==> src/srr_pkg.sv <==
// Purpose: Constants for the stream rate and memory self-test register bank
// Assumes: APB access, 32-bit data, one register per aligned word
// Notes:   Offsets are register indices; byte address is four times index
// Behaviour
// Thirty-two local input rate registers hold a 2-bit rate code in bits 1-0.
// Thirty-two local output rate registers hold a 2-bit rate code in bits 1-0.
// Thirty-two backplane input rate registers hold a 2-bit rate code.
// Thirty-two backplane output rate registers hold a 2-bit rate code.
// In backplane 32 Mb/s mode the backplane rate registers are overridden.
// Software starts a self-test by writing 1000h, then 1000h plus starts.
// Bit 12 of the self-test register selects self-test mode, else scan.
// A start bit launches its memory test only on a rising transition; the code also launches when bit 12 rises with a start bit already high.
// Backplane data memory uses bits 11, 10 and 9 for go, done and pass.
// Local data memory uses bits 8, 7 and 6 for go, done and pass.
// Backplane connection memory uses bits 5, 4 and 3 for go, done, pass.
// Local connection memory uses bits 2, 1 and 0 for go, done and pass.
// A memory's done flag rises once its test sequence has finished.
// After completion the pass bit shows high for pass and low for fail.
// Reserved and read-only bits read zero or status and ignore writes.
package srr_pkg;
    localparam logic [8:0]  LOC_IN_RATE_IDX   = 9'h0CD;
    localparam logic [8:0]  LOC_OUT_RATE_IDX  = 9'h0ED;
    localparam logic [8:0]  BP_IN_RATE_IDX    = 9'h10D;
    localparam logic [8:0]  BP_OUT_RATE_IDX   = 9'h12D;
    localparam logic [8:0]  SELF_TEST_IDX     = 9'h14D;
    localparam logic [8:0]  CTRL_IDX          = 9'h150;
    localparam logic [8:0]  IRQ_STAT_IDX      = 9'h151;
    localparam logic [8:0]  IRQ_MASK_IDX      = 9'h152;
    localparam int          NUM_STREAMS       = 32;
    localparam int          NUM_MEMS          = 4;
    localparam int          RATE_W            = 2;
    localparam logic [1:0]  RATE_RESET        = 2'h0;
    localparam logic [1:0]  RATE_32M          = 2'h3;
    localparam int          BP_32M_STREAMS    = 16;
    localparam int          ST_ENABLE_BIT     = 12;
    localparam logic [15:0] ST_RESET          = 16'h0000;
    localparam int          CTRL_BP32_BIT     = 0;
    localparam int          TEST_CYCLES       = 64;
    localparam logic [3:0]  MASK_RESET        = 4'h0;
    // Go, done, pass positions per memory: index 3 is backplane data
    function automatic int go_bit(input int m);
        return 3 * m + 2;
    endfunction
endpackage

==> src/srr_rise.sv <==
// Purpose: Rising-edge detector on a same-clock level
// Assumes: Input from logic on clk
// Notes:   None
`timescale 1ns/1ps
`default_nettype none
module srr_rise (
    input  wire logic clk,
    input  wire logic sys_rst,
    input  wire logic ce,
    input  wire logic level,
    output logic      rise
);
    logic last;
    always_ff @(posedge clk) begin
        if (sys_rst) begin
            last <= 1'b0;
        end else if (ce) begin
            last <= level;
        end
    end
    assign rise = ce & level & ~last;
endmodule
`default_nettype wire

==> src/srr_mtest.sv <==
// Purpose: Stand-in sequencer for one memory self-test
// Assumes: Memory under test reports a fail level while running
// Notes:   Fixed length run; real march engine lives with the memory
`timescale 1ns/1ps
`default_nettype none
module srr_mtest (
    input  wire logic clk,
    input  wire logic sys_rst,
    input  wire logic ce,
    input  wire logic start,
    input  wire logic mem_fail,
    output logic      busy,
    output logic      done,
    output logic      pass,
    output logic      finish
);
    typedef enum logic [1:0] {IDLE, RUN, FIN} srr_mt_state_t;
    srr_mt_state_t state;
    logic [6:0]    cnt;
    logic          bad;
    always_ff @(posedge clk) begin
        if (sys_rst) begin
            state <= IDLE;
            cnt <= 7'h00;
            bad <= 1'b0;
            done <= 1'b0;
            pass <= 1'b0;
        end else if (ce) begin
            unique case (state)
                IDLE, FIN: begin
                    if (start) begin
                        state <= RUN;
                        cnt <= 7'h00;
                        bad <= 1'b0;
                        done <= 1'b0;
                        pass <= 1'b0;
                    end
                end
                RUN: begin
                    cnt <= cnt + 7'h01;
                    bad <= bad | mem_fail;
                    if (cnt == 7'(srr_pkg::TEST_CYCLES - 1)) begin
                        state <= FIN;
                        done <= 1'b1;
                        pass <= ~(bad | mem_fail);
                    end
                end
            endcase
        end
    end
    assign busy = (state == RUN);
    assign finish = ce & (state == RUN)
                  & (cnt == 7'(srr_pkg::TEST_CYCLES - 1));
    run_len_a: assert property (@(posedge clk) disable iff (sys_rst)
        $rose(busy) |-> ##64 done)
        else $error("test did not finish on time");
endmodule
`default_nettype wire

==> src/srr_regs.sv <==
// Purpose: APB register bank for stream rates and memory self-test
// Assumes: Single clock, synchronous active-high reset
// Notes:   Unmapped addresses read zero and answer pslverr
//
// Added by the designer: the APB slave port.
`timescale 1ns/1ps
`default_nettype none
module srr_regs (
    input  wire logic        clk,
    input  wire logic        sys_rst,
    input  wire logic        ce,
    input  wire logic        psel,
    input  wire logic        penable,
    input  wire logic        pwrite,
    input  wire logic [11:0] paddr,
    input  wire logic [31:0] pwdata,
    output logic      [31:0] prdata,
    output logic             pready,
    output logic             pslverr,
    input  wire logic [3:0]  mem_fail,
    output logic      [63:0] local_in_rate,
    output logic      [63:0] local_out_rate,
    output logic      [63:0] bp_in_rate,
    output logic      [63:0] bp_out_rate,
    output logic             bp_32m_mode,
    output logic             self_test_enable,
    output logic      [3:0]  test_busy,
    output logic             irq
);
    logic [1:0]  lin  [srr_pkg::NUM_STREAMS];
    logic [1:0]  lout [srr_pkg::NUM_STREAMS];
    logic [1:0]  bin  [srr_pkg::NUM_STREAMS];
    logic [1:0]  bout [srr_pkg::NUM_STREAMS];
    logic        bp32;
    logic        st_en;
    logic [3:0]  go;
    logic [3:0]  done;
    logic [3:0]  pass;
    logic [3:0]  rise;
    logic [3:0]  fin;
    logic [3:0]  stat;
    logic [3:0]  mask;
    logic [31:0] rd_word;
    logic [15:0] st_word;

    wire         acc     = psel & penable & ce;
    wire         wr      = acc & pwrite;
    wire [8:0]   idx     = paddr[10:2];
    wire         aligned = (paddr[1:0] == 2'h0) & ~paddr[11];
    wire [8:0]   off_li  = idx - srr_pkg::LOC_IN_RATE_IDX;
    wire [8:0]   off_lo  = idx - srr_pkg::LOC_OUT_RATE_IDX;
    wire [8:0]   off_bi  = idx - srr_pkg::BP_IN_RATE_IDX;
    wire [8:0]   off_bo  = idx - srr_pkg::BP_OUT_RATE_IDX;
    wire         hit_li  = aligned & (off_li < 9'd32);
    wire         hit_lo  = aligned & (off_lo < 9'd32);
    wire         hit_bi  = aligned & (off_bi < 9'd32);
    wire         hit_bo  = aligned & (off_bo < 9'd32);
    wire         hit_st  = aligned & (idx == srr_pkg::SELF_TEST_IDX);
    wire         hit_ct  = aligned & (idx == srr_pkg::CTRL_IDX);
    wire         hit_is  = aligned & (idx == srr_pkg::IRQ_STAT_IDX);
    wire         hit_im  = aligned & (idx == srr_pkg::IRQ_MASK_IDX);
    wire         mapped  = hit_li | hit_lo | hit_bi | hit_bo | hit_st
                         | hit_ct | hit_is | hit_im;
    wire [3:0]   go_wr   = {pwdata[11], pwdata[8], pwdata[5], pwdata[2]};

    // Zero-wait slave: every access completes in its first access cycle
    assign pready  = 1'b1;
    assign pslverr = psel & penable & ~mapped;

    // Rate registers, only bits 1-0 stored
    always_ff @(posedge clk) begin
        if (sys_rst) begin
            for (int i = 0; i < srr_pkg::NUM_STREAMS; i++) begin
                lin[i]  <= srr_pkg::RATE_RESET;
                lout[i] <= srr_pkg::RATE_RESET;
                bin[i]  <= srr_pkg::RATE_RESET;
                bout[i] <= srr_pkg::RATE_RESET;
            end
        end else if (wr) begin
            if (hit_li) lin[off_li[4:0]]  <= pwdata[1:0];
            if (hit_lo) lout[off_lo[4:0]] <= pwdata[1:0];
            if (hit_bi) bin[off_bi[4:0]]  <= pwdata[1:0];
            if (hit_bo) bout[off_bo[4:0]] <= pwdata[1:0];
        end
    end

    // Effective rates: 32 Mb/s mode overrides backplane registers
    always_comb begin
        for (int i = 0; i < srr_pkg::NUM_STREAMS; i++) begin
            local_in_rate[2*i +: 2]  = lin[i];
            local_out_rate[2*i +: 2] = lout[i];
            if (bp32) begin
                bp_in_rate[2*i +: 2]  = (i < srr_pkg::BP_32M_STREAMS)
                                      ? srr_pkg::RATE_32M : 2'h0;
                bp_out_rate[2*i +: 2] = (i < srr_pkg::BP_32M_STREAMS)
                                      ? srr_pkg::RATE_32M : 2'h0;
            end else begin
                bp_in_rate[2*i +: 2]  = bin[i];
                bp_out_rate[2*i +: 2] = bout[i];
            end
        end
    end
    assign bp_32m_mode = bp32;

    // Control, self-test enable and start bits
    always_ff @(posedge clk) begin
        if (sys_rst) begin
            bp32  <= 1'b0;
            st_en <= 1'b0;
            go    <= 4'h0;
            mask  <= srr_pkg::MASK_RESET;
        end else if (wr) begin
            if (hit_ct) bp32 <= pwdata[srr_pkg::CTRL_BP32_BIT];
            if (hit_st) st_en <= pwdata[srr_pkg::ST_ENABLE_BIT];
            if (hit_st) go <= go_wr;
            if (hit_im) mask <= pwdata[3:0];
        end
    end
    assign self_test_enable = st_en;

    // Launch needs self-test mode, so the 1000h first write arms it
    genvar m;
    generate
        for (m = 0; m < srr_pkg::NUM_MEMS; m++) begin : g_mem
            srr_rise u_rise (
                .clk     (clk),
                .sys_rst (sys_rst),
                .ce      (ce),
                .level   (go[m] & st_en),
                .rise    (rise[m])
            );
            srr_mtest u_test (
                .clk      (clk),
                .sys_rst  (sys_rst),
                .ce       (ce),
                .start    (rise[m]),
                .mem_fail (mem_fail[m]),
                .busy     (test_busy[m]),
                .done     (done[m]),
                .pass     (pass[m]),
                .finish   (fin[m])
            );
        end
    endgenerate

    // Done events: sticky, write one to clear, set wins
    always_ff @(posedge clk) begin
        if (sys_rst) begin
            stat <= 4'h0;
        end else if (ce) begin
            stat <= (stat & ~((wr & hit_is) ? pwdata[3:0] : 4'h0)) | fin;
        end
    end
    assign irq = |(stat & mask);

    // Self-test word: read-only flags come from the sequencers
    assign st_word = {3'h0, st_en,
                      go[3], done[3], pass[3],
                      go[2], done[2], pass[2],
                      go[1], done[1], pass[1],
                      go[0], done[0], pass[0]};

    always_comb begin
        rd_word = 32'h0000_0000;
        if (hit_li) rd_word[1:0] = lin[off_li[4:0]];
        if (hit_lo) rd_word[1:0] = lout[off_lo[4:0]];
        if (hit_bi) rd_word[1:0] = bin[off_bi[4:0]];
        if (hit_bo) rd_word[1:0] = bout[off_bo[4:0]];
        if (hit_st) rd_word[15:0] = st_word;
        if (hit_ct) rd_word[0] = bp32;
        if (hit_is) rd_word[3:0] = stat;
        if (hit_im) rd_word[3:0] = mask;
    end

    always_ff @(posedge clk) begin
        if (sys_rst) begin
            prdata <= 32'h0000_0000;
        end else if (ce & psel & ~penable) begin
            prdata <= rd_word;
        end
    end

    // Assertions
    bp_override_a: assert property (@(posedge clk) disable iff (sys_rst)
        bp32 |-> bp_in_rate[1:0] == 2'h3 && bp_in_rate[63:62] == 2'h0)
        else $error("backplane override wrong");
    rate_store_a: assert property (@(posedge clk) disable iff (sys_rst)
        wr && hit_li && off_li == 9'd0 |=> local_in_rate[1:0]
        == $past(pwdata[1:0]))
        else $error("local input rate not stored");
    lout_store_a: assert property (@(posedge clk) disable iff (sys_rst)
        wr && hit_lo && off_lo == 9'd31 |=> local_out_rate[63:62]
        == $past(pwdata[1:0]))
        else $error("local output rate not stored");
    bin_store_a: assert property (@(posedge clk) disable iff (sys_rst)
        wr && hit_bi && off_bi == 9'd0 |=> bin[0] == $past(pwdata[1:0]))
        else $error("backplane input rate not stored");
    bout_store_a: assert property (@(posedge clk) disable iff (sys_rst)
        wr && hit_bo && off_bo == 9'd0 |=> bout[0]
        == $past(pwdata[1:0]))
        else $error("backplane output rate not stored");
    no_scan_go_a: assert property (@(posedge clk) disable iff (sys_rst)
        !st_en |-> rise == 4'h0)
        else $error("launch in scan mode");
    held_go_a: assert property (@(posedge clk) disable iff (sys_rst)
        rise[3] |=> !rise[3])
        else $error("held start relaunched");
    launch_a: assert property (@(posedge clk) disable iff (sys_rst)
        rise[0] |=> test_busy[0] && !done[0])
        else $error("launch did not start test");
    done_set_a: assert property (@(posedge clk) disable iff (sys_rst)
        fin[1] |=> done[1] && stat[1])
        else $error("completion not flagged");
    pass_rd_a: assert property (@(posedge clk) disable iff (sys_rst)
        hit_st |-> rd_word[9] == pass[3] && rd_word[15:13] == 3'h0)
        else $error("pass bit read wrong");
endmodule
`default_nettype wire

==> config.mk <==
export PLATFORM = sky130hd
export DESIGN_NAME = srr_regs
export DESIGN_NICKNAME = d
export VERILOG_FILES = /design/src/srr_pkg.sv /design/src/srr_rise.sv /design/src/srr_mtest.sv /design/src/srr_regs.sv
export SDC_FILE = /design/constraint.sdc
export NUM_CORES = 1
export LEC_CHECK = 0
export BUFFER_PORTS_ARGS = -buffer_cell sky130_fd_sc_hd__clkbuf_2
export CORE_UTILIZATION = 60
export CTS_BUF_LIST = sky130_fd_sc_hd__clkbuf_4
export CTS_CLUSTER_DIAMETER = 60
export DETAILED_ROUTE_END_ITERATION = 12
export GPL_ROUTABILITY_DRIVEN = 0
export PLACE_DENSITY = 0.85
export SETUP_SLACK_MARGIN = 0.5
export SLEW_MARGIN = 5
export SYNTH_ARGS = -nofsm -noshare
export SYNTH_HDL_FRONTEND = slang
export SYNTH_SLANG_ARGS = --single-unit
==> constraint.sdc <==
create_clock -name clk -period 8.41 [get_ports clk]
set_clock_uncertainty 0.1 [all_clocks]
set_input_delay 0.841 -clock clk [delete_from_list [all_inputs] [get_ports clk]]
set_output_delay 0.841 -clock clk [all_outputs]
set_load 0.01 [all_outputs]
Word-level counts from Yosys, hierarchy flattened. Memory sizes are Yosys's and may differ from the RTL's. Index checks and enable logic that the tools add are counted.

Register bits: 82. Memory bits (writable): 256. Input port bits: 54. Output and inout bits: 297. Logic and storage cells: 304. Memories: 4.

Add/subtract/negate cells: 8. Order comparisons: 4. Eq/ne operators: 24. Multiplexer cells: 147. Bitwise logic cells: 62. Reductions and logical operators: 25.

Memories: bin (words 32, bits a word 2, rd ports 33, clocked after memory_dff 0, wr ports 32, RTL line srr_regs.sv:32) `logic [1:0] bin [srr_pkg::NUM_STREAMS];`; bout (words 32, bits a word 2, rd ports 33, clocked after memory_dff 0, wr ports 32, RTL line srr_regs.sv:33) `logic [1:0] bout [srr_pkg::NUM_STREAMS];`; lin (words 32, bits a word 2, rd ports 33, clocked after memory_dff 0, wr ports 32, RTL line srr_regs.sv:30) `logic [1:0] lin [srr_pkg::NUM_STREAMS];`; lout (words 32, bits a word 2, rd ports 33, clocked after memory_dff 0, wr ports 32, RTL line srr_regs.sv:31) `logic [1:0] lout [srr_pkg::NUM_STREAMS];`.

Operators with widths (number): two-way mux 2 bit (80); one-hot mux 7 bit (2 select lines) (4); AND 1 bit (36); == test 9 bit (second input constant) (4); < comparator 9 x 6 -> 1 bit (second input constant) (4); two-way mux 1 bit (35); adder 7 x 1 -> 7 bit (second input constant) (4); == test 7 x 6 -> 1 bit (second input constant) (4); two-way mux 7 bit (4); one-hot mux 1 bit (2 select lines) (12); two-way mux 5 bit (4); subtractor 9 x 8 -> 9 bit (second input constant) (2); subtractor 9 bit (second input constant) (2); inequality test 2 bit (second input constant) (8); one-hot mux 2 bit (2 select lines) (4); OR reduction 2 bit (8); AND reduction 2 bit (7); two-way mux 13 bit (1); two-way mux 4 bit (3); AND reduction 3 bit (4); inverter 1 bit (11); bitwise OR 1 bit (11); logical NOT 2 bit (5); AND 4 bit (2); 5 further kinds (11).

Logic depth before layout (Yosys ltp). Gate-level depths: netlist of run 1.

Depth in word-level cells: 12. Gate-level depth with buffers: 14. Mapped depth without buffers: 9.

By module. From an unflattened synthesis of run 1, not the netlist that was laid out.

Cells, all modules: 1657. Area total of the unflattened synthesis: 17286.6 sq um.

By module, submodules not included: srr_regs (times used 1, cells each 1397, area an instance 15054.4 sq um, sequential area each 8227.9 sq um); srr_mtest (times used 4, cells each 60, area an instance 515.5 sq um, sequential area each 220.2 sq um); srr_rise (times used 4, cells each 5, area an instance 42.5 sq um, sequential area each 20.0 sq um).

Least setup slack after synthesis of run 1. OpenSTA, ideal clock, no wires.

Kind: input -> output. Start: input paddr[2]. End: output pslverr. Arrival time: 2.877 ns. Required time: 7.469 ns. Slack: 4.592 ns. Stages on the path: 11. Path buffers: 3. Cell sequence: buf_6 > buf_6 > buf_2 > inv_1 > ha_1 > and3b_1 > or3_1 > mux2_2 > nand3_2 > nand3_1 > nor3_1.

Word-level cells in the longest chain between the ends: 12. Elaborated cells between the ends (all ways): 29. Classes of those cells: add/sub: 4; order compare: 4; eq/ne: 4; bitwise: 17.

Ends and longest elaborated chain: from (decl) (RTL line srr_regs.sv:15) `input wire logic [11:0] paddr,`; subtractor 9 x 8 -> 9 bit (on tied branches) (RTL line srr_regs.sv:50, srr_regs.sv:51); < comparator 9 x 6 -> 1 bit (on tied branches) (RTL line srr_regs.sv:54, srr_regs.sv:55); AND 1 bit (on tied branches) (RTL line srr_regs.sv:54, srr_regs.sv:55); bitwise OR 1 bit (4 in a row) (RTL line srr_regs.sv:62) `wire mapped = hit_li | hit_lo | hit_bi | hit_bo | hit_st`; bitwise OR 1 bit (2 in a row) (RTL line srr_regs.sv:63) `| hit_ct | hit_is | hit_im;`; bitwise OR 1 bit (*) (RTL line srr_regs.sv:63); inverter 1 bit (*) (RTL line srr_regs.sv:68) `assign pslverr = psel & penable & ~mapped;`; AND 1 bit (*) (RTL line srr_regs.sv:68); to (decl) (RTL line srr_regs.sv:19) `output logic pslverr,`.

Every way passes the cells marked *; elsewhere a longest branch is shown, timed or not.

Worst setup path in the final report of run 1. Same ends and word-level chain as after synthesis.

==> results of run 1 <==
[layer usage]
metal	part of all wire	routed length, um	GRT usage	vias up
met3	0.14	7290	0.0975	218
met2	0.48	25900	0.594	1233
li1	-	-	-	6351
met4	0.054	2890	0.199	0
met1	0.33	17800	0.440	7106
met5	0	0	0	-
[state kept, by name (all words and copies together) (netlist names)]
register / count
self_test_enable: 1
bout: 64
stat: 4
lin: 64
mask: 4
g_mem.u_test.bad: 4
prdata: 13
g_mem.u_test.state: 8
bin: 64
go: 4
g_mem.u_test.pass: 4
lout: 64
g_mem.u_rise.last: 4
bp_32m_mode: 1
g_mem.u_test.cnt: 28
[Yosys cell counts (3+ instances only)]
library cell,instances,area [um2]
nor2_1,303,1140
edfxtp_1,256,7690
o21bai_1,116,871
nand2_1,115,432
dfxtp_1,75,1500
clkbuf_1,74,278
nor2b_1,69,432
or2_2,69,432
nand3_1,66,330
mux4_2,64,1440
a21oi_1,52,260
buf_2,41,205
buf_4,28,210
o21ai_0,27,135
a22oi_1,24,180
nand4_1,21,131
a21o_1,20,150
nor3_1,20,100
xor2_1,16,140
inv_1,14,52.6
a21boi_0,10,75.1
buf_1,9,33.8
ha_1,8,100
nand2b_1,8,50.1
nor3_2,8,80.1
nor4_1,7,43.8
or3_1,7,43.8
xnor2_1,6,52.6
a32oi_1,5,43.8
buf_6,5,56.3
o21a_1,5,37.5
and3_1,4,25.0
nand3b_1,4,30.0
a221oi_2,3,45.0
a31oi_1,3,18.8
mux2i_1,3,30.0
nor2_2,3,18.8
nor3b_1,3,22.5
o211ai_1,3,22.5
[logic make-up (layout without fill, tap and decap cells)]
| logic type | count (synthesis) | count (layout) |
|---|---|---|
| flops | 331 | 331 |
| mux | 69 | 69 |
| fa+ha+maj | 8 | 8 |
| simple gates | 727 | 727 |
| other cells | 2 | 22 |
| xor+xnor | 23 | 23 |
| compound gates | 287 | 287 |
| buf+inv | 176 | 488 |
[worst max path at each step]
stage	cells past startpoint	start	end	slack, ns
finish	10	paddr[2]	pslverr	3.45
global route	10	paddr[2]	pslverr	3.20
CTS	10	paddr[2]	pslverr	3.52
detailed placement	10	paddr[2]	pslverr	3.53
global placement	10	paddr[2]	pslverr	3.64
floorplan	11	paddr[2]	pslverr	4.59
[worst reg2reg max path: cells and delay by family (launching register included)]
kind | cells | cell delay, ns
AND/OR/NAND/NOR | 2 | 0.81
multiplexers | 1 | 0.53
AO/OA/AOI/OAI | 3 | 0.46
flip-flops | 1 | 0.45
[cell type report]
type | count | area (um2) | share of cell area
clock inverter | 27 | 154 | 0.00774
inverter | 15 | 56.3 | 0.00283
tap | 384 | 480 | 0.0242
clock buffer | 127 | 953 | 0.0480
antenna | 2 | 5.00 | 0.000252
multi-input combinational | 1134 | 7400 | 0.372
sequential | 331 | 9190 | 0.462
timing repair buffer | 319 | 1630 | 0.0822
[stage by stage]
step / util / power (W)
finish: 0.694 / 0.00372
floorplan: - / 0.00215
detailed placement: 0.656 / 0.00231
global placement: 0.656 / 0.00230
global route: 0.694 / 0.00382
CTS: 0.694 / 0.00371
[power breakdown]
part	switching (W)	leakage [nW]	internal, W	total [W]
Combinational	0.000255	3.58	0.000167	0.000422
Sequential	0.0000501	3.03	0.00182	0.00187
Clock	0.000698	0.650	0.000727	0.00142
==> flow_metrics.py, run 1 <==
metrics = {
    "clock_tree": {
        "h-tree-depth": 3,
        "clk_pin_slew_ns": 0.07,
        "cts_made_buffers": 86,
        "cts_setup_buffers": 0,
        "clkSinkCount": 331,
        "cts_root_buffer": "clkbuf_4",
        "cts_buffer_depth": 3,
        "insertion_delay_ns": 0.73,
        "cts_hold_buf": 0,
        "cts_resized": 0,
        "cts_tree": "built",
    },
    "global_routing": {
        "antenna_found_initial": 1,
        "grt_usage": 0.364,
        "grt_pass1_vias": 14234,
        "grt_max_degree": 83,
        "gr-total-overflow": 0,
        "grt_pass1_wl_um": 79600,
    },
    "synth": {
        "synth_top_family_by_area": "simple AND/OR/NAND/NOR gates",
        "syn_area_per_cell_um2": 10.7,
        "synth-seq-area-share": 0.528,
        "yosysWarnings": 0,
        "synthAdderAreaFrac": 0.00575,
        "synth_compound_area_frac": 0.116,
        "synth-main-ff-cell": "edfxtp_1",
        "async_reset_ff_frac": 0,
        "synth_edf_count": 256,
        "yosys_register_bits": 331,
        "synth_mux_area_frac": 0.0858,
        "synthCells": 1623,
        "synth-simple-area-share": 0.201,
        "syn_area_mm2": 0.0174,
        "synth_xor_area_frac": 0.0120,
        "yosysUniqueCellTypes": 78,
    },
    "timing": {
        "holdWs_ns": 0.285,
        "clock.fmax_mhz": 202,
        "drv_slew": 0,
        "setup_slack_ns": 3.45,
        "period_minus_slack_ns": 4.96,
        "max_slew_margin": 0.210,
        "setup_viol": 0,
        "timing_hold_violations_final": 0,
        "tightestPinTransition_ns": 1.18,
        "setup-tns-final_ns": 0,
        "fin_crit_sh": 0.589,
        "rsz0062_at_grt": "no",
    },
    "pwr": {
        "power.density_cell_area_mw_per_mm2": 187,
        "p_leak_nw": 7.26,
        "ir_drop_mv": 0.124,
    },
    "final_layout": {
        "syn2layout_area_growth_pct": 14.1,
        "final_common_cell": "clkbuf_2",
        "fin_area_mm2": 0.0199,
        "final_cell_mix": "304 x clkbuf_2, 303 x nor2_1, 256 x edfxtp_1, 127 x clkbuf_4, 116 x o21bai_1",
        "fillerInstances": 2059,
        "fin_cells": 2339,
        "fin_nets": 1949,
        "drive_gt1_frac": 0.320,
    },
    "worst_setup_path": {
        "critPathCaptureType": "output port",
        "r2r_end": "prdata[1]$_SDFFE_PP0P_",
        "crit_fanout": 46,
        "critPathMaxStageDelay_ns": 0.80,
        "crit_slowest_cell": "buf_4",
        "cp_cell_sequence": "buf_4 > buf_4 > ha_1 > inv_1 > nor4b_1 > nand2b_1 > nor3_1 > nand3_1 > nor3_1 > clkbuf_2",
        "r2r_start": "lin[7][1]$_SDFFCE_PN0P_",
        "start_kind": "input pin",
        "crit_family": "buffers and inverters",
        "reg2reg_slack_ns": 5.90,
        "path_buf_inv": 4,
        "ff2ff_path_depth": 6,
        "worstPathRequired_ns": 7.47,
        "cp.arrival_ns": 4.01,
        "path_class": "in -> out",
    },
    "place": {
        "post_dp_cell_area_mm2": 0.0188,
        "port_buffers": 306,
        "hpwl_um": 37400,
        "dp.cells": 2183,
        "post-place-ws_ns": 3.53,
    },
    "detailed_routing": {
        "first_iter_violations": 2087,
        "drcViolationCount": 0,
        "routed_via_density": 6.37,
        "wl_per_cell_um": 23.0,
        "first_pass_iters": 9,
        "vias": 14908,
        "ant_nets": 0,
        "routed_wl_um": 53900,
    },
    "floorplanning": {
        "coreArea_mm2": 0.0286,
        "io_pins": 351,
        "die_y_um": 172,
        "initial_utilization": 0.608,
        "die_w_um": 172,
        "rows": 62,
        "dieArea_mm2": 0.0297,
    },
    "worst_hold_path": {
        "min_to": "self_test_enable$_SDFFE_PP0P_",
        "hold_start": "pwdata[12]",
        "holdPathStages": 3,
        "min_path_type": "in -> reg",
    },
    "status": {
        "outcome": "complete, no violations",
    },
    "run": {
        "cap_viol_max_count": 0,
    },
}
No activity file was read; power rests on OpenSTA's default activity.
==> inputs of run 2 (changes only) <==
Settings changed: CORE_UTILIZATION 60 to 57, PLACE_DENSITY 0.85 to 0.81.
Clock period 8.41 ns to 5.1 ns, I/O delays scaled along.
==> run 2 against run 1 <==
Design area is 0.85% higher. Worst setup slack worse by 1.9 ns. Combinational power is 68% higher. Critical path depth stayed put. Global-route usage is 1.8 points lower. First-iteration DRC count is 8.5% lower. Clock power is 67% higher. Via count is 1.3% lower. Worst hold slack worse by 0.061 ns. Die area is 5.2% higher. Cell count is 0.34% higher.
==> flow_metrics.py, run 2 (same netlist as run 1, synthesis figures left out) <==
metrics = {
    "status": {
        "outcome": "complete, no violations",
    },
    "global_routing": {
        "grt_pass1_vias": 14105,
        "top_usage_layer": "met2",
        "grt_max_degree": 132,
        "antenna_found_initial": 1,
        "grt_pass1_wl_um": 80700,
        "grt_usage": 0.346,
        "gr-total-overflow": 0,
        "grt_use_met3": 0.0943,
        "grt_util_met1": 0.429,
        "gr-usage-met2": 0.540,
    },
    "worst_setup_path": {
        "crit_slowest_cell": "ha_2",
        "start_kind": "input pin",
        "reg2reg_slack_ns": 2.63,
        "cp.arrival_ns": 2.93,
        "r2r_start": "lin[7][1]$_SDFFCE_PN0P_",
        "path_buf_inv": 3,
        "crit_start": "paddr[2]",
        "worstPathRequired_ns": 4.49,
        "crit_fanout": 28,
        "critPathCaptureType": "output port",
        "path_class": "in -> out",
        "cp_cell_sequence": "buf_4 > inv_1 > ha_2 > and3b_1 > or3_1 > mux2_2 > nand3_2 > nand3_1 > nor3_1 > clkbuf_2",
        "crit_family": "simple AND/OR/NAND/NOR gates",
        "critPathMaxStageDelay_ns": 0.46,
    },
    "floorplanning": {
        "io_pins": 351,
        "dieArea_mm2": 0.0313,
        "coreArea_mm2": 0.0299,
        "die_y_um": 177,
        "die_w_um": 177,
        "initial_utilization": 0.583,
        "rows": 63,
    },
    "place": {
        "dp.cells": 2197,
        "post-place-ws_ns": 0.972,
        "hpwl_um": 38000,
        "port_buffers": 306,
    },
    "timing": {
        "tightestPinTransition_ns": 1.28,
        "max_slew_margin": 0.149,
        "timing_hold_violations_final": 0,
        "setup-tns-final_ns": 0,
        "setup_slack_ns": 1.56,
        "clock.fmax_mhz": 283,
        "rsz0062_at_grt": "no",
        "fin_crit_sh": 0.694,
        "setup_viol": 0,
        "drv_slew": 0,
        "period_minus_slack_ns": 3.54,
    },
    "detailed_routing": {
        "vias": 14718,
        "routed_wl_um": 54300,
        "routed_via_density": 6.27,
        "first_iter_violations": 1910,
        "ant_nets": 0,
        "wl_per_cell_um": 23.1,
        "drcViolationCount": 0,
        "first_pass_iters": 6,
    },
    "final_layout": {
        "drive_gt1_frac": 0.321,
        "final_cell_mix": "304 x clkbuf_2, 303 x nor2_1, 256 x edfxtp_1, 128 x clkbuf_4, 116 x o21bai_1",
        "fillerInstances": 2323,
        "fin_util": 0.671,
        "multi_input_area_mm2": 0.00740,
        "fin_nets": 1968,
        "syn2layout_area_growth_pct": 15.1,
        "fin_cells": 2347,
        "final_common_cell": "clkbuf_2",
        "register_area_mm2": 0.00919,
    },
    "worst_hold_path": {
        "hold_start": "paddr[10]",
        "min_path_type": "in -> reg",
    },
    "clock_tree": {
        "clkSinkCount": 331,
        "cts_made_buffers": 87,
        "clk_pin_slew_ns": 0.06,
        "h-tree-depth": 3,
        "cts_buffer_depth": 3,
        "cts_setup_buffers": 0,
        "cts_resized": 0,
        "cts_root_buffer": "clkbuf_4",
        "insertion_delay_ns": 0.76,
        "cts_tree": "built",
    },
    "run": {
        "cap_viol_max_count": 0,
    },
    "pwr": {
        "ir_drop_mv": 0.207,
        "p_leak_nw": 7.35,
        "power.density_cell_area_mw_per_mm2": 307,
    },
}
==> run 2: changes by cell type in the layout (fill, tap and decap cells not counted), sizes merged <==
cell / before / now
dlygate4sd3: 0 / 10
bufinv: 1 / 3
clkinvlp: 3 / 0
diode: 2 / 1
clkinv: 22 / 7
buf: 15 / 23
clkbuf: 431 / 432
==> run 2: layout make-up <==
cell class / count / share of cell area
well taps: 390 / 0.0243
repair buffers: 337 / 0.0908
flip-flops and latches: 331 / 0.459
clock buffers: 128 / 0.0479
multi-input cells: 1134 / 0.369
inverters: 15 / 0.00281
diodes: 1 / 0.000125
clock inverters: 11 / 0.00624
==> run 2: final timing paths <==
path / endpoint / cells past startpoint
worst max-delay path: pslverr / 10
worst max register to register: prdata[1]$_SDFFE_PP0P_ / 6
worst min-delay path: prdata[1]$_SDFFE_PP0P_ / 4
worst min register to register: prdata[5]$_SDFFE_PP0P_ / 2
==> run 2: worst reg2reg max path: stages, from the launching register on <==
cell and delay, ns:
edfxtp_1 0.44, mux4_2 0.53, a21boi_1 0.16, nor4_1 0.57, a31oi_1 0.22, nor3_1 0.21
a22oi_1 0.10
==> run 2: through the flow <==
stage / power [W] / area [um2] / hold slack [ns]
floorplan: 0.00355 / 17500 / 0.329
global placement: 0.00381 / 18900 / 0.337
global route: 0.00635 / 20000 / 0.213
detailed placement: 0.00382 / 18900 / 0.344
finish: 0.00616 / 20000 / 0.225
CTS: 0.00616 / 20000 / 0.183
==> run 2: report_power, final <==
part | internal [W] | total (W) | switching, W
sequential | 0.00300 | 0.00309 | 0.0000852
combinational | 0.000287 | 0.000707 | 0.000420
clock | 0.00128 | 0.00237 | 0.00109
==> run 2: metal layers <==
metal | vias to the layer above | share of wire
met1 | 6948 | 0.35
met2 | 1181 | 0.47
met4 | 0 | 0.062
met5 | - | 0
met3 | 212 | 0.13
li1 | 6377 | -
==> run 2: repair_timing <==
action,in CTS,in global routing
hold endpoints to repair,14,0
setup endpoints to repair,0,0
hold buffers,10,0
==> inputs of run 3 (changes only) <==
Settings changed: ABC_AREA set to 1, CORE_UTILIZATION 57 to 58, PLACE_DENSITY 0.81 to 0.82.
Clock period 5.1 ns to 3.3 ns, I/O delays scaled along.
==> run 3 against run 2 <==
Clock power is 48% higher. Design area up 2.3%. Worst setup slack lost 0.99 ns. Die area shrank 0.86%. Cell count up 30%. Combinational power increased by 81%. Via count is 16% higher. Flip-flop and latch count unchanged. Critical endpoint unchanged.
==> flow_metrics.py, run 3 <==
metrics = {
    "status": {
        "outcome": "complete, no violations",
    },
    "global_routing": {
        "grt_max_degree": 157,
        "grt_pass1_vias": 15762,
        "grt_usage": 0.342,
        "gr-total-overflow": 0,
        "antenna_found_initial": 4,
        "grt_pass1_wl_um": 81300,
    },
    "synth": {
        "syn_area_per_cell_um2": 7.68,
        "synth_top_area_share": 0.438,
        "yosys_register_bits": 331,
        "synth-seq-area-share": 0.523,
        "yosysTopAreaCell": "edfxtp_1",
        "synthCells": 2288,
        "yosys-top-cells-area": "edfxtp_1 44%, nand2_1 15%, nor2_1 9.9%, dfxtp_1 8.5%, inv_1 4.6%",
        "yosysMostFrequentCell": "nand2_1",
        "syn_area_mm2": 0.0176,
        "synth_edf_count": 256,
        "synth_commonest_cells": "681 x nand2_1, 464 x nor2_1, 256 x edfxtp_1, 214 x inv_1, 113 x o21ai_0",
        "async_reset_ff_frac": 0,
        "yosysUniqueCellTypes": 42,
        "synth-main-ff-cell": "edfxtp_1",
        "yosysWarnings": 0,
    },
    "final_layout": {
        "final_cell_mix": "681 x nand2_1, 463 x nor2_1, 305 x clkbuf_2, 256 x edfxtp_1, 212 x inv_1",
        "fin_area_mm2": 0.0205,
        "drive_gt1_frac": 0.205,
        "register_area_mm2": 0.00919,
        "syn2layout_area_growth_pct": 16.7,
        "fin_nets": 2661,
        "fin_cells": 3041,
        "multi_input_area_mm2": 0.00686,
        "final_common_cell": "nand2_1",
        "fillerInstances": 2434,
    },
    "floorplanning": {
        "die_y_um": 176,
        "initial_utilization": 0.591,
        "coreArea_mm2": 0.0297,
        "io_pins": 351,
        "rows": 63,
        "die_w_um": 176,
        "dieArea_mm2": 0.0310,
    },
    "clock_tree": {
        "clk_pin_slew_ns": 0.07,
        "insertion_delay_ns": 0.72,
        "cts_root_buffer": "clkbuf_4",
        "cts_buffer_depth": 3,
        "clkSinkCount": 331,
        "cts_made_buffers": 84,
        "h-tree-depth": 3,
        "cts_tree": "built",
    },
    "pwr": {
        "total_power_w": 0.00953,
        "ir_drop_mv": 0.281,
        "power.density_cell_area_mw_per_mm2": 465,
        "p_leak_nw": 9.68,
    },
    "timing": {
        "setup_slack_ns": 0.575,
        "period_minus_slack_ns": 2.72,
        "setup-tns-final_ns": 0,
        "clock.fmax_mhz": 367,
        "tightestPinTransition_ns": 0.867,
        "timing_hold_violations_final": 0,
        "max_slew_margin": 0.422,
        "rsz0062_at_grt": "no",
        "fin_crit_sh": 0.826,
        "setup_viol": 0,
        "drv_slew": 0,
    },
    "worst_setup_path": {
        "worstPathRequired_ns": 2.87,
        "reg2reg_slack_ns": 1.08,
        "critPathCaptureType": "output port",
        "crit_fanout": 42,
        "cp.arrival_ns": 2.29,
        "path_class": "in -> out",
        "start_kind": "input pin",
    },
    "place": {
        "post_dp_cell_area_mm2": 0.0193,
        "dp.cells": 2891,
        "post-place-ws_ns": 0.158,
        "hpwl_um": 37200,
        "port_buffers": 306,
    },
    "detailed_routing": {
        "first_iter_violations": 2360,
        "routed_via_density": 5.61,
        "vias": 17063,
        "drcViolationCount": 0,
        "ant_nets": 0,
        "first_pass_iters": 6,
        "wl_per_cell_um": 17.7,
        "routed_wl_um": 53800,
    },
    "worst_hold_path": {
        "min_path_type": "in -> reg",
    },
    "run": {
        "cap_viol_max_count": 0,
    },
}
## run 3: cell count changes in the layout (fill, tap and decap cells not counted), sizes merged, moves of 23 or more
| cell | delta |
|---|---|
| a21oi | +40 |
| a22oi | -23 |
| inv | +207 |
| mux4 | -64 |
| nand2 | +566 |
| nand3 | +23 |
| nor2 | +161 |
| nor2b | -69 |
| o21ai | +89 |
| o21bai | -115 |
| or2 | -37 |
## run 3: timing repair
action,in CTS,in global routing
resized for setup,1,1
pin swaps,0,1
gates cloned,0,0
buffers inserted,0,0
endpoints found under the hold margin,29,0
endpoints found under the setup margin,1,1
hold buffers,12,0
## run 3: area by class of cell
cell class,count,area share
Clock inverter,11,0.00525
Timing Repair Buffer,359,0.100
Sequential cell,331,0.448
Inverter,228,0.0420
Antenna cell,2,0.000244
Tap cell,390,0.0238
Multi-Input combinational cell,1595,0.334
Clock buffer,125,0.0458
## run 3: worst paths after layout
kind,startpoint,to,cells after the start
worst max-delay path,paddr[2],pslverr,10
worst min-delay path,penable,prdata[4]$_SDFFE_PP0P_,4
worst max register to register,self_test_enable$_SDFFE_PP0P_,g_mem[0].u_test.cnt[5]$_SDFFE_PP0P_,11
worst min register to register,g_mem[0].u_test.bad$_SDFFE_PP0P_,g_mem[0].u_test.bad$_SDFFE_PP0P_,2
## run 3: per-stage QoR
| stage | util | hold WS [ns] |
|---|---|---|
| after global placement | 0.650 | 0.333 |
| after floorplan | - | 0.308 |
| after detailed placement | 0.650 | 0.341 |
| after global routing | 0.690 | 0.0220 |
| final | 0.690 | 0.0239 |
| after CTS | 0.689 | 0.00234 |
## run 3: cell families (layout without fill, tap and decap cells)
kind of cell,Yosys count,count (layout),share of synthesized area
simple gates,1305,1305,0.297
other cells,2,22,0.000427
flops,331,331,0.523
compound gates,257,257,0.0790
buf+inv,380,723,0.0919
fa+ha+maj,8,8,0.00570
xor+xnor,5,5,0.00249
## run 3: critical path, cell delays in order
cell	delay [ns]
buf_4	0.14
inv_2	0.07
buf_6	0.33
ha_1	0.23
clkinv_1	0.29
nor4_4	0.49
nor3_1	0.08
nand4_1	0.12
nor3_2	0.07
clkbuf_2	0.14
## run 3: report_power, final
| part | total [W] | internal, W | switching [W] | leakage [nW] |
|---|---|---|---|---|
| Sequential | 0.00474 | 0.00464 | 0.0000979 | 3.03 |
| Clock | 0.00351 | 0.00187 | 0.00164 | 0.620 |
| Combinational | 0.00128 | 0.000390 | 0.000885 | 6.03 |
## run 3: routing by layer
metal | global-route usage | vias up | routed length [um]
li1 | - | 7917 | -
met1 | 0.438 | 7758 | 19700
met2 | 0.545 | 1209 | 24800
met3 | 0.0814 | 177 | 7130
met4 | 0.165 | 2 | 2200
met5 | 0 | - | 13
